File: src/logic/lane_err_pkg.sv
package lane_err_pkg;

	localparam int LANES = 8;
	localparam int ERR_TYPES = 3;
	localparam int ADR_W = 13;
	localparam int IDX_W = 11;
	localparam int REG_W = 8;

	// Error type index; the same order is used by every 3-bit field.
	localparam int TYPE_CTRL_CHAR = 0;
	localparam int TYPE_NOT_IN_TABLE = 1;
	localparam int TYPE_DISPARITY = 2;

	// Word indices; the byte address is four times the index.
	localparam logic [IDX_W-1:0] IDX_SYNC_DUR = 11'h312;
	localparam logic [IDX_W-1:0] IDX_THRESHOLD = 11'h47C;
	localparam logic [IDX_W-1:0] IDX_MASK = 11'h47D;
	localparam logic [IDX_W-1:0] IDX_LANE0 = 11'h480;
	localparam logic [IDX_W-1:0] IDX_LANE7 = 11'h487;
	localparam logic [IDX_W-1:0] IDX_IRQ_EN = 11'h4B8;
	localparam logic [IDX_W-1:0] IDX_IRQ_STATUS = 11'h4BA;
	localparam logic [IDX_W-1:0] IDX_IRQ_CLEAR = 11'h4C0;
	localparam logic [IDX_W-1:0] IDX_LINK_STATE = 11'h4C1;

	// Field positions.
	localparam int DUR_LSB = 4;
	localparam int LC_MON_LSB = 3;
	localparam int LC_RST_LSB = 0;
	localparam int IRQ_ERR_LSB = 5;

	// Reset values.
	localparam logic [7:0] RST_THRESHOLD = 8'hFF;
	localparam logic [7:0] RST_MASK = 8'h00;
	localparam logic [7:0] RST_LANE_CTRL = 8'h3F;
	localparam logic [7:0] RST_IRQ_EN = 8'h00;
	localparam logic [3:0] RST_DUR = 4'h0;

	// Timing, in frame clock cycles, frames or octets, and the auto reinit error count.
	localparam int ERR_PULSE_FRAMES = 2;
	localparam int RESYNC_MIN_FRAMES = 5;
	localparam int RESYNC_MIN_OCTETS = 9;
	localparam int AUTO_REINIT_COUNT = 4;

	typedef logic [LANES-1:0] lane_vec_t;

	typedef struct packed {
		lane_vec_t disparity;
		lane_vec_t not_in_table;
		lane_vec_t ctrl_char;
	} lane_err_t;

	typedef enum {
		LINK_UP,
		LINK_REPORT,
		LINK_RESYNC
	} link_state_t;

endpackage : lane_err_pkg

File: src/logic/lane_error_resync_monitor.sv
// Decided for this implementation: the Wishbone register port.
`timescale 1ns/1ps

// Functional notes
// RQ1: Error report pulse holds sync request low for two frame clock cycles.
// RQ2: Pulse duration setting sits in bits 7:4 of its register, default 0.
// RQ3: Threshold events reach interrupt status only when enabled in bits 7:5.
// RQ4: Interrupt status bits 7:5 show the three error count events.
// RQ5: Four disparity or four not-in-table errors on a lane force reinit.
// RQ6: Reinit holds sync request low at least five frames plus nine octets.
// RQ7: Lane control bits 5:3 enable monitoring per type; all set after reset.
// RQ8: Lane control bits 2:0 hold counters in reset until software clears.
// RQ9: One shared threshold register serves all lanes and error types.
// RQ10: Masked error type reaching threshold on any lane drops sync request.
// RQ11: Every reinit clears all per-lane error counters.
// RQ12: Reinit leaves pending interrupt status untouched; software clears it.
// RQ13: Mask bit 2 disparity, bit 1 not-in-table, bit 0 control char.
// RQ14: Software selects errors, releases counters, sets mask, then threshold.
// RQ15: Each lane has three saturating counters, one per error type.
module lane_error_resync_monitor #(
	parameter int OCTETS_PER_FRAME = 1,
	parameter int CNT_W = 8
) (
	input wire logic ref_clk,
	input wire logic rst,
	input wire logic clk_en,
	input wire logic cyc_i,
	input wire logic stb_i,
	input wire logic we_i,
	input wire logic [lane_err_pkg::ADR_W-1:0] adr_i,
	input wire logic [31:0] dat_i,
	input wire logic [3:0] sel_i,
	output logic [31:0] dat_o,
	output logic ack_o,
	input wire lane_err_pkg::lane_err_t lane_errors,
	output logic sync_request_out_n,
	output logic irq
);

	localparam int LANES = lane_err_pkg::LANES;
	localparam int TYPES = lane_err_pkg::ERR_TYPES;
	// Five frames plus nine octets; the octets round up to whole frames since
	// the hold is counted in frame clock cycles.
	localparam int RESYNC_CYCLES = lane_err_pkg::RESYNC_MIN_FRAMES +
		(lane_err_pkg::RESYNC_MIN_OCTETS + OCTETS_PER_FRAME - 1) /
		OCTETS_PER_FRAME;
	localparam logic [7:0] RESYNC_LAST = 8'(RESYNC_CYCLES - 1);
	localparam logic [7:0] PULSE_LAST =
		8'(lane_err_pkg::ERR_PULSE_FRAMES - 1);
	localparam logic [2:0] AUTO_LIMIT =
		3'(lane_err_pkg::AUTO_REINIT_COUNT);

	// Register storage.
	logic [7:0] threshold_q;
	logic [7:0] mask_q;
	logic [7:0] lane_ctrl_q [LANES];
	logic [7:0] irq_en_q;
	logic [2:0] irq_stat_q;
	logic [2:0] irq_stat_d;
	logic [3:0] sync_dur_q;

	// Bus slave.
	logic ack_q;
	logic [31:0] rd_data_q;
	logic [31:0] rd_data_d;
	logic [lane_err_pkg::IDX_W-1:0] idx;
	logic req;
	logic wr_fire;
	logic wr_byte;
	logic [7:0] wr_val;
	logic [2:0] lane_sel;
	logic hit_lane;

	// Error supervision.
	logic [CNT_W-1:0] cnt_q [LANES][TYPES];
	logic [2:0] auto_q [LANES][2];
	logic [TYPES-1:0] err_now [LANES];
	logic [TYPES-1:0] thr_hit;
	logic auto_hit;
	logic reinit_req;
	logic any_err;
	logic clear_counts;

	lane_err_pkg::link_state_t state_q;
	lane_err_pkg::link_state_t state_d;
	logic [7:0] hold_q;
	logic [7:0] hold_d;
	logic sync_n_q;
	logic irq_q;

	// A threshold of zero would fire on an idle counter, so it disarms.
	function automatic logic reached(
		input logic [CNT_W-1:0] count,
		input logic [7:0] limit
	);
		return (limit != 8'h00) && (count >= CNT_W'(limit));
	endfunction : reached

	function automatic logic [CNT_W-1:0] sat_inc(
		input logic [CNT_W-1:0] count
	);
		return (&count) ? count : count + CNT_W'(1);
	endfunction : sat_inc

	// Lane control decode, shared by the counters and the report logic.
	function automatic logic monitored(
		input logic [7:0] ctrl,
		input int t
	);
		return ctrl[lane_err_pkg::LC_MON_LSB + t];
	endfunction : monitored

	function automatic logic held_in_reset(
		input logic [7:0] ctrl,
		input int t
	);
		return ctrl[lane_err_pkg::LC_RST_LSB + t];
	endfunction : held_in_reset

	// The automatic reinit counters stop at their limit instead of wrapping.
	function automatic logic [2:0] auto_step(
		input logic [2:0] count,
		input logic hit
	);
		return (hit && count != AUTO_LIMIT) ? count + 3'h1 : count;
	endfunction : auto_step

	assign dat_o = rd_data_q;
	assign ack_o = ack_q;
	assign sync_request_out_n = sync_n_q;
	assign irq = irq_q;

	// Regroup the error carrier by lane so the loops can index by type.
	always_comb begin
		for (int l = 0; l < LANES; l++) begin
			err_now[l][lane_err_pkg::TYPE_CTRL_CHAR] = lane_errors.ctrl_char[l];
			err_now[l][lane_err_pkg::TYPE_NOT_IN_TABLE] =
				lane_errors.not_in_table[l];
			err_now[l][lane_err_pkg::TYPE_DISPARITY] = lane_errors.disparity[l];
		end
	end

	// Address decode.
	assign idx = adr_i[lane_err_pkg::ADR_W-1:2];
	assign req = cyc_i && stb_i;
	assign wr_fire = req && we_i && ack_q;
	assign wr_byte = wr_fire && sel_i[0];
	assign wr_val = dat_i[7:0];
	assign hit_lane = (idx >= lane_err_pkg::IDX_LANE0) &&
		(idx <= lane_err_pkg::IDX_LANE7);
	assign lane_sel = idx[2:0];

	always_comb begin
		rd_data_d = 32'h0000_0000;
		if (idx == lane_err_pkg::IDX_SYNC_DUR) begin
			rd_data_d[lane_err_pkg::DUR_LSB +: 4] = sync_dur_q; // RQ2
		end else if (idx == lane_err_pkg::IDX_THRESHOLD) begin
			rd_data_d[7:0] = threshold_q;
		end else if (idx == lane_err_pkg::IDX_MASK) begin
			rd_data_d[7:0] = mask_q;
		end else if (hit_lane) begin
			rd_data_d[7:0] = lane_ctrl_q[lane_sel];
		end else if (idx == lane_err_pkg::IDX_IRQ_EN) begin
			rd_data_d[7:0] = irq_en_q;
		end else if (idx == lane_err_pkg::IDX_IRQ_STATUS) begin
			rd_data_d[lane_err_pkg::IRQ_ERR_LSB +: 3] = irq_stat_q; // RQ4
		end else if (idx == lane_err_pkg::IDX_LINK_STATE) begin
			rd_data_d[0] = (state_q == lane_err_pkg::LINK_RESYNC);
			rd_data_d[1] = (state_q == lane_err_pkg::LINK_REPORT);
			rd_data_d[4:2] = thr_hit;
		end
	end

	// One wait state: ack rises the cycle after the request is seen, and
	// the write lands on the edge at which the master samples ack.
	always_ff @(posedge ref_clk) begin
		if (rst) begin
			ack_q <= 1'b0;
			rd_data_q <= 32'h0000_0000;
		end else if (clk_en) begin
			ack_q <= req && !ack_q;
			if (req && !ack_q) begin
				rd_data_q <= rd_data_d;
			end
		end
	end

	always_ff @(posedge ref_clk) begin
		if (rst) begin
			sync_dur_q <= lane_err_pkg::RST_DUR;
			threshold_q <= lane_err_pkg::RST_THRESHOLD;
			mask_q <= lane_err_pkg::RST_MASK;
			irq_en_q <= lane_err_pkg::RST_IRQ_EN;
		end else if (clk_en && wr_byte) begin
			if (idx == lane_err_pkg::IDX_SYNC_DUR) begin
				sync_dur_q <= wr_val[lane_err_pkg::DUR_LSB +: 4]; // RQ2
			end else if (idx == lane_err_pkg::IDX_THRESHOLD) begin
				threshold_q <= wr_val; // RQ9
			end else if (idx == lane_err_pkg::IDX_MASK) begin
				mask_q <= wr_val; // RQ13
			end else if (idx == lane_err_pkg::IDX_IRQ_EN) begin
				irq_en_q <= wr_val; // RQ3
			end
		end
	end

	always_ff @(posedge ref_clk) begin
		if (rst) begin
			for (int l = 0; l < LANES; l++) begin
				lane_ctrl_q[l] <= lane_err_pkg::RST_LANE_CTRL; // RQ7
			end
		end else if (clk_en && wr_byte && hit_lane) begin
			lane_ctrl_q[lane_sel] <= wr_val;
		end
	end

	// Counters reset whenever a reinit starts and stay clear while the
	// link is down, so stale counts cannot retrigger on recovery.
	assign clear_counts = reinit_req ||
		(state_q == lane_err_pkg::LINK_RESYNC);

	always_ff @(posedge ref_clk) begin
		if (rst) begin
			for (int l = 0; l < LANES; l++) begin
				for (int t = 0; t < TYPES; t++) begin
					cnt_q[l][t] <= '0;
				end
			end
		end else if (clk_en) begin
			for (int l = 0; l < LANES; l++) begin
				for (int t = 0; t < TYPES; t++) begin
					if (clear_counts) begin
						cnt_q[l][t] <= '0; // RQ11
					end else if (held_in_reset(lane_ctrl_q[l], t)) begin
						cnt_q[l][t] <= '0; // RQ8
					end else if (err_now[l][t] &&
						monitored(lane_ctrl_q[l], t)) begin
						cnt_q[l][t] <= sat_inc(cnt_q[l][t]); // RQ15
					end
				end
			end
		end
	end

	// The automatic reinit counts raw disparity and not-in-table errors,
	// independent of monitor enables, counter resets and threshold.
	always_ff @(posedge ref_clk) begin
		if (rst) begin
			for (int l = 0; l < LANES; l++) begin
				auto_q[l][0] <= 3'h0;
				auto_q[l][1] <= 3'h0;
			end
		end else if (clk_en) begin
			for (int l = 0; l < LANES; l++) begin
				if (clear_counts) begin
					auto_q[l][0] <= 3'h0;
					auto_q[l][1] <= 3'h0;
				end else begin
					auto_q[l][0] <= auto_step(auto_q[l][0],
						lane_errors.not_in_table[l]); // RQ5
					auto_q[l][1] <= auto_step(auto_q[l][1],
						lane_errors.disparity[l]); // RQ5
				end
			end
		end
	end

	// Threshold hits are levels: they stay up while any counter of a type
	// sits at or above the shared threshold.
	always_comb begin
		thr_hit = '0;
		for (int l = 0; l < LANES; l++) begin
			for (int t = 0; t < TYPES; t++) begin
				if (reached(cnt_q[l][t], threshold_q)) begin
					thr_hit[t] = 1'b1; // RQ9
				end
			end
		end
	end

	always_comb begin
		any_err = 1'b0;
		for (int l = 0; l < LANES; l++) begin
			for (int t = 0; t < TYPES; t++) begin
				if (err_now[l][t] && monitored(lane_ctrl_q[l], t)) begin
					any_err = 1'b1; // RQ7
				end
			end
		end
	end

	always_comb begin
		auto_hit = 1'b0;
		for (int l = 0; l < LANES; l++) begin
			if (auto_q[l][0] == AUTO_LIMIT || auto_q[l][1] == AUTO_LIMIT) begin
				auto_hit = 1'b1; // RQ5
			end
		end
	end

	// Unmasked threshold hits still reach interrupt status; only resync is masked.
	assign reinit_req = auto_hit || |(thr_hit & mask_q[2:0]); // RQ10

	// Link supervision: a reinit overrides an error report pulse.
	always_comb begin
		state_d = state_q;
		hold_d = hold_q;
		case (state_q)
			lane_err_pkg::LINK_UP: begin
				if (reinit_req) begin
					state_d = lane_err_pkg::LINK_RESYNC;
					hold_d = RESYNC_LAST; // RQ6
				end else if (any_err) begin
					state_d = lane_err_pkg::LINK_REPORT;
					hold_d = PULSE_LAST; // RQ1
				end
			end
			lane_err_pkg::LINK_REPORT: begin
				if (reinit_req) begin
					state_d = lane_err_pkg::LINK_RESYNC;
					hold_d = RESYNC_LAST; // RQ6
				end else if (hold_q == 8'h00) begin
					state_d = lane_err_pkg::LINK_UP;
				end else begin
					hold_d = hold_q - 8'h01;
				end
			end
			lane_err_pkg::LINK_RESYNC: begin
				if (hold_q == 8'h00) begin
					state_d = lane_err_pkg::LINK_UP;
				end else begin
					hold_d = hold_q - 8'h01;
				end
			end
			default: begin
				state_d = lane_err_pkg::LINK_UP;
				hold_d = 8'h00;
			end
		endcase
	end

	always_ff @(posedge ref_clk) begin
		if (rst) begin
			state_q <= lane_err_pkg::LINK_UP;
			hold_q <= 8'h00;
			sync_n_q <= 1'b1;
		end else if (clk_en) begin
			state_q <= state_d;
			hold_q <= hold_d;
			sync_n_q <= (state_d == lane_err_pkg::LINK_UP); // RQ10
		end
	end

	// Set wins over a clear in the same cycle; reinit never clears status.
	always_comb begin
		irq_stat_d = irq_stat_q;
		if (wr_byte && idx == lane_err_pkg::IDX_IRQ_CLEAR) begin
			irq_stat_d = irq_stat_q &
				~wr_val[lane_err_pkg::IRQ_ERR_LSB +: 3]; // RQ12
		end
		irq_stat_d = irq_stat_d |
			(thr_hit & irq_en_q[lane_err_pkg::IRQ_ERR_LSB +: 3]); // RQ3
	end

	always_ff @(posedge ref_clk) begin
		if (rst) begin
			irq_stat_q <= 3'h0;
			irq_q <= 1'b0;
		end else if (clk_en) begin
			irq_stat_q <= irq_stat_d; // RQ4
			irq_q <= |(irq_stat_d &
				irq_en_q[lane_err_pkg::IRQ_ERR_LSB +: 3]);
		end
	end

endmodule : lane_error_resync_monitor

File: config.mk
export PLATFORM = sky130hd
export DESIGN_NAME = lane_error_resync_monitor
export DESIGN_NICKNAME = d
export VERILOG_FILES = /design/src/logic/lane_err_pkg.sv /design/src/logic/lane_error_resync_monitor.sv
export SDC_FILE = /design/constraint.sdc
export NUM_CORES = 1
export LEC_CHECK = 0
export ABC_AREA = 1
export BUFFER_PORTS_ARGS = -buffer_cell sky130_fd_sc_hd__buf_2
export CELL_PAD_IN_SITES_DETAIL_PLACEMENT = 0
export CELL_PAD_IN_SITES_GLOBAL_PLACEMENT = 1
export CORE_UTILIZATION = 48
export DETAILED_ROUTE_END_ITERATION = 10
export HOLD_SLACK_MARGIN = 0.06
export PLACE_DENSITY_LB_ADDON = 0.12
export SYNTH_ARGS = -nofsm -noshare
export SYNTH_HDL_FRONTEND = slang
export SYNTH_SLANG_ARGS = --single-unit
File: constraint.sdc
create_clock -name ref_clk -period 4.5 [get_ports ref_clk]
set_input_delay 0.225 -clock ref_clk [delete_from_list [all_inputs] [get_ports ref_clk]]
set_output_delay 0.225 -clock ref_clk [all_outputs]
set_load 0.005 [all_outputs]
==> flow_metrics.tcl <==
set metrics [dict create \
    status "complete, no violations" \
    final_common_cell "nand2_1" \
    layout_setup_ws_ps 314 \
    pwr_density_cell_mw_per_mm2 307 \
    htreeDepth 2 \
    synth-seq-area-share 0.437 \
    vias 19400 \
    total_power_mw 8.46 \
    synth_area_sq_mm 0.0244 \
    cts_tree "done" \
    synthMuxAreaShare 0 \
    cp-start-kind "flip-flop" \
    end_kind "flip-flop" \
    initial_core_util 0.487 \
    combPwrFrac 0.089 \
    p_leak_nw 12.4 \
    grt_pass1_vias 18900 \
    cell_internal_pwr_mw 6.28 \
    grt_pass1_wl_um 100000 \
    multi_input_area_sq_mm 0.0120 \
    gp_congestion 0.902 \
    grt_use_met3 0.0404 \
    synth_area_leader_cell "edfxtp_1" \
    grt_usage 0.251 \
    p_sw_frac 0.258 \
    antennaDiodeCount 0 \
    wl_per_cell_um 17.2 \
    clkSinkCount 386 \
    seq_area_sq_mm 0.0107 \
    use_met2 0.416 \
    arrival_ps 4480 \
    dieArea_sq_mm 0.0518 \
    synth-seq-cells 386 \
    clk_latency_ps 610 \
    nNetsFinal 3291 \
    vias_per_cell 5.29 \
    holdWs_ps 116 \
    synth.distinct_cells 59 \
    antenna_found_initial 1 \
    crit_path_top_delay_cell "dfxtp_1" \
    port_buffers 60 \
    synth_area_per_cell_sq_um 8.63 \
    grt.overflow.total 0 \
    fin_crit_sh 0.930 \
    fin_skew_ps 28.2 \
    slew_violations 0 \
    final_hold_viol_count 0 \
    dp_slack_ps 167 \
    hp-class "in2reg" \
    drive_gt1_frac 0.0954 \
    period_minus_slack_ps 4190 \
    synth-simple-area-share 0.236 \
    die_y_um 228 \
    dpl.hpwl_um 46900 \
    synth_area_leaders "edfxtp_1, ha_1, nand2_1" \
    finalNonFillerCells 3669 \
    fmax_mhz 239 \
    synth_compound_area_frac 0.0781 \
    cpMostUsedCell "nand2_1" \
    synthArstFlopShare 0 \
    max-slew-margin-rel 0.346 \
    worst-path-max-fanout 21 \
    seqPwrFrac 0.488 \
    n_fill_cell 4641 \
    mostFrequentLayoutCells "nand2_1, nor2_1, inv_1" \
    rows 82 \
    clkTransAtPathRegs_ps 60 \
    synth_top_area_frac 0.360 \
    fin_util 0.549 \
    synthAdderAreaFrac 0.128 \
    reg2reg_depth 28 \
    wl_um 63200 \
    die_x_um 228 \
    grt_max_degree 48 \
    grt_busiest_layer "met2" \
    synth_xor_area_frac 0.0441 \
    hold_depth 4 \
    setup_violations 0 \
    worstMarginPinSlew_ps 972 \
    p_sw_mw 2.18 \
    drc 0 \
    met1_usage 0.332 \
    drt.antenna.violating_nets 0 \
    drtPass1Iterations 6 \
    path_class "reg2reg" \
    core_sq_mm 0.0502 \
    synth_top_flop_cell "edfxtp_1" \
    clkPwrFrac 0.422 \
    post_cts_buffers 0 \
    synth_top_family_by_area "simple AND/OR/NAND/NOR gates" \
    clock_path_buffers 3 \
    first_iter_violations 1209 \
    slowest_delay_ps 420 \
    ioPinCount 114 \
    dp.cells 3583 \
    syn_inst 2828 \
    required_ps 4800 \
    maxCapViolCount 0 \
    numCtsBuffers 45 \
    rsz0062_at_grt "no" \
    syn_to_final_growth_pct 12.8 \
    yosysWarnings 0 \
    synth_edf_count 293 \
    ctsRootBufferMaster "clkbuf_16" \
    finalSetupTns_ps 0 \
    irDropWorstVdd_v 0.000336 \
    post_dp_cell_area_sq_mm 0.0260 \
    final_area_sq_mm 0.0275 \
]
power by group through the flow:
stage / Combinational (mW) / Sequential (mW) / Clock [mW]
final: 0.755 / 4.13 / 3.57
after global routing: 0.860 / 4.15 / 3.77
after CTS: 0.755 / 4.13 / 3.64
after detailed placement: 0.746 / 4.21 / 0
after global placement: 0.722 / 4.20 / 0
after floorplan: 0.525 / 4.16 / 0
logic make-up (layout without fill, tap and decap cells):
| kind of cell | after synthesis | after routing |
|---|---|---|
| other | 1 | 24 |
| XOR/XNOR | 123 | 123 |
| adder cells (fa/ha/maj) | 250 | 250 |
| AND/OR/NAND/NOR | 1284 | 1284 |
| buffers and inverters | 459 | 605 |
| AO/OA/AOI/OAI | 325 | 325 |
| flip-flops | 386 | 386 |
sequential cells by signal, indices dropped and copies added (netlist names):
name / cells
sync_request_out_n: 1
state_q: 32
auto_q: 48
hold_q: 8
irq: 1
cnt_q: 192
lane_ctrl_q: 64
ack_o: 1
sync_dur_q: 4
threshold_q: 8
mask_q: 8
irq_stat_q: 3
dat_o: 8
irq_en_q: 8
worst max-delay path: cells and delay by family, from the launching register on:
kind,cells,cell delay (ps)
buffers and inverters,8,1100
AO/OA/AOI/OAI,1,130
flip-flops,1,420
adder cells (fa/ha/maj),1,340
AND/OR/NAND/NOR,18,1820
synthesized netlist by cell type (4+ instances only):
master,n
nand2_1,538
nor2_1,403
inv_1,363
edfxtp_1,293
ha_1,250
a21oi_1,139
nand3_1,131
dfxtp_1,93
o21ai_0,81
xor2_1,73
nand4_1,67
nor3_1,51
xnor2_1,50
clkbuf_1,36
buf_4,26
a21o_1,23
o211ai_1,23
nor3b_2,19
nor4_1,16
inv_2,14
a31oi_1,13
nor3_2,11
buf_2,8
o2111ai_1,8
nand3_4,7
o221ai_1,7
a221oi_1,6
and3_1,6
nand3b_1,6
nor3b_1,6
clkinv_1,5
o22ai_1,5
a21boi_0,4
a41oi_1,4
nand3_2,4
layer usage:
layer | wire length (um) | share of wire
met3 | 3480 | 0.055
met2 | 29400 | 0.47
met1 | 28500 | 0.45
met5 | 11 | 0.00017
met4 | 1780 | 0.028
worst paths after layout:
| check | from | end | slack (ps) |
|---|---|---|---|
| setup / recovery | threshold_q[1]$_SDFFE_PP1P_ | cnt_q[0][33]$_SDFFCE_PN0P_ | 310 |
| hold reg to reg | state_q[15]$_SDFFE_PP0P_ | state_q[15]$_SDFFE_PP0P_ | 440 |
| hold / removal | lane_errors[8] | auto_q[0][3]$_SDFFE_PP0P_ | 120 |
| setup reg to reg | threshold_q[1]$_SDFFE_PP1P_ | cnt_q[0][33]$_SDFFCE_PN0P_ | 310 |
area by class of cell:
type,instances,share of cell area
sequential,386,0.387
clock inverter,14,0.00436
clock buffer,68,0.0478
inverter,383,0.0524
timing repair buffer,140,0.0408
multi-input combinational,2006,0.437
tap,672,0.0305
repair_timing:
item / in CTS / in global routing
endpoints found under the hold margin: 6 / 0
gates resized for setup: 0 / 12
hold buffers: 4 / 0
setup endpoints to repair: 0 / 96
No activity file was read; power rests on OpenSTA's default activity.
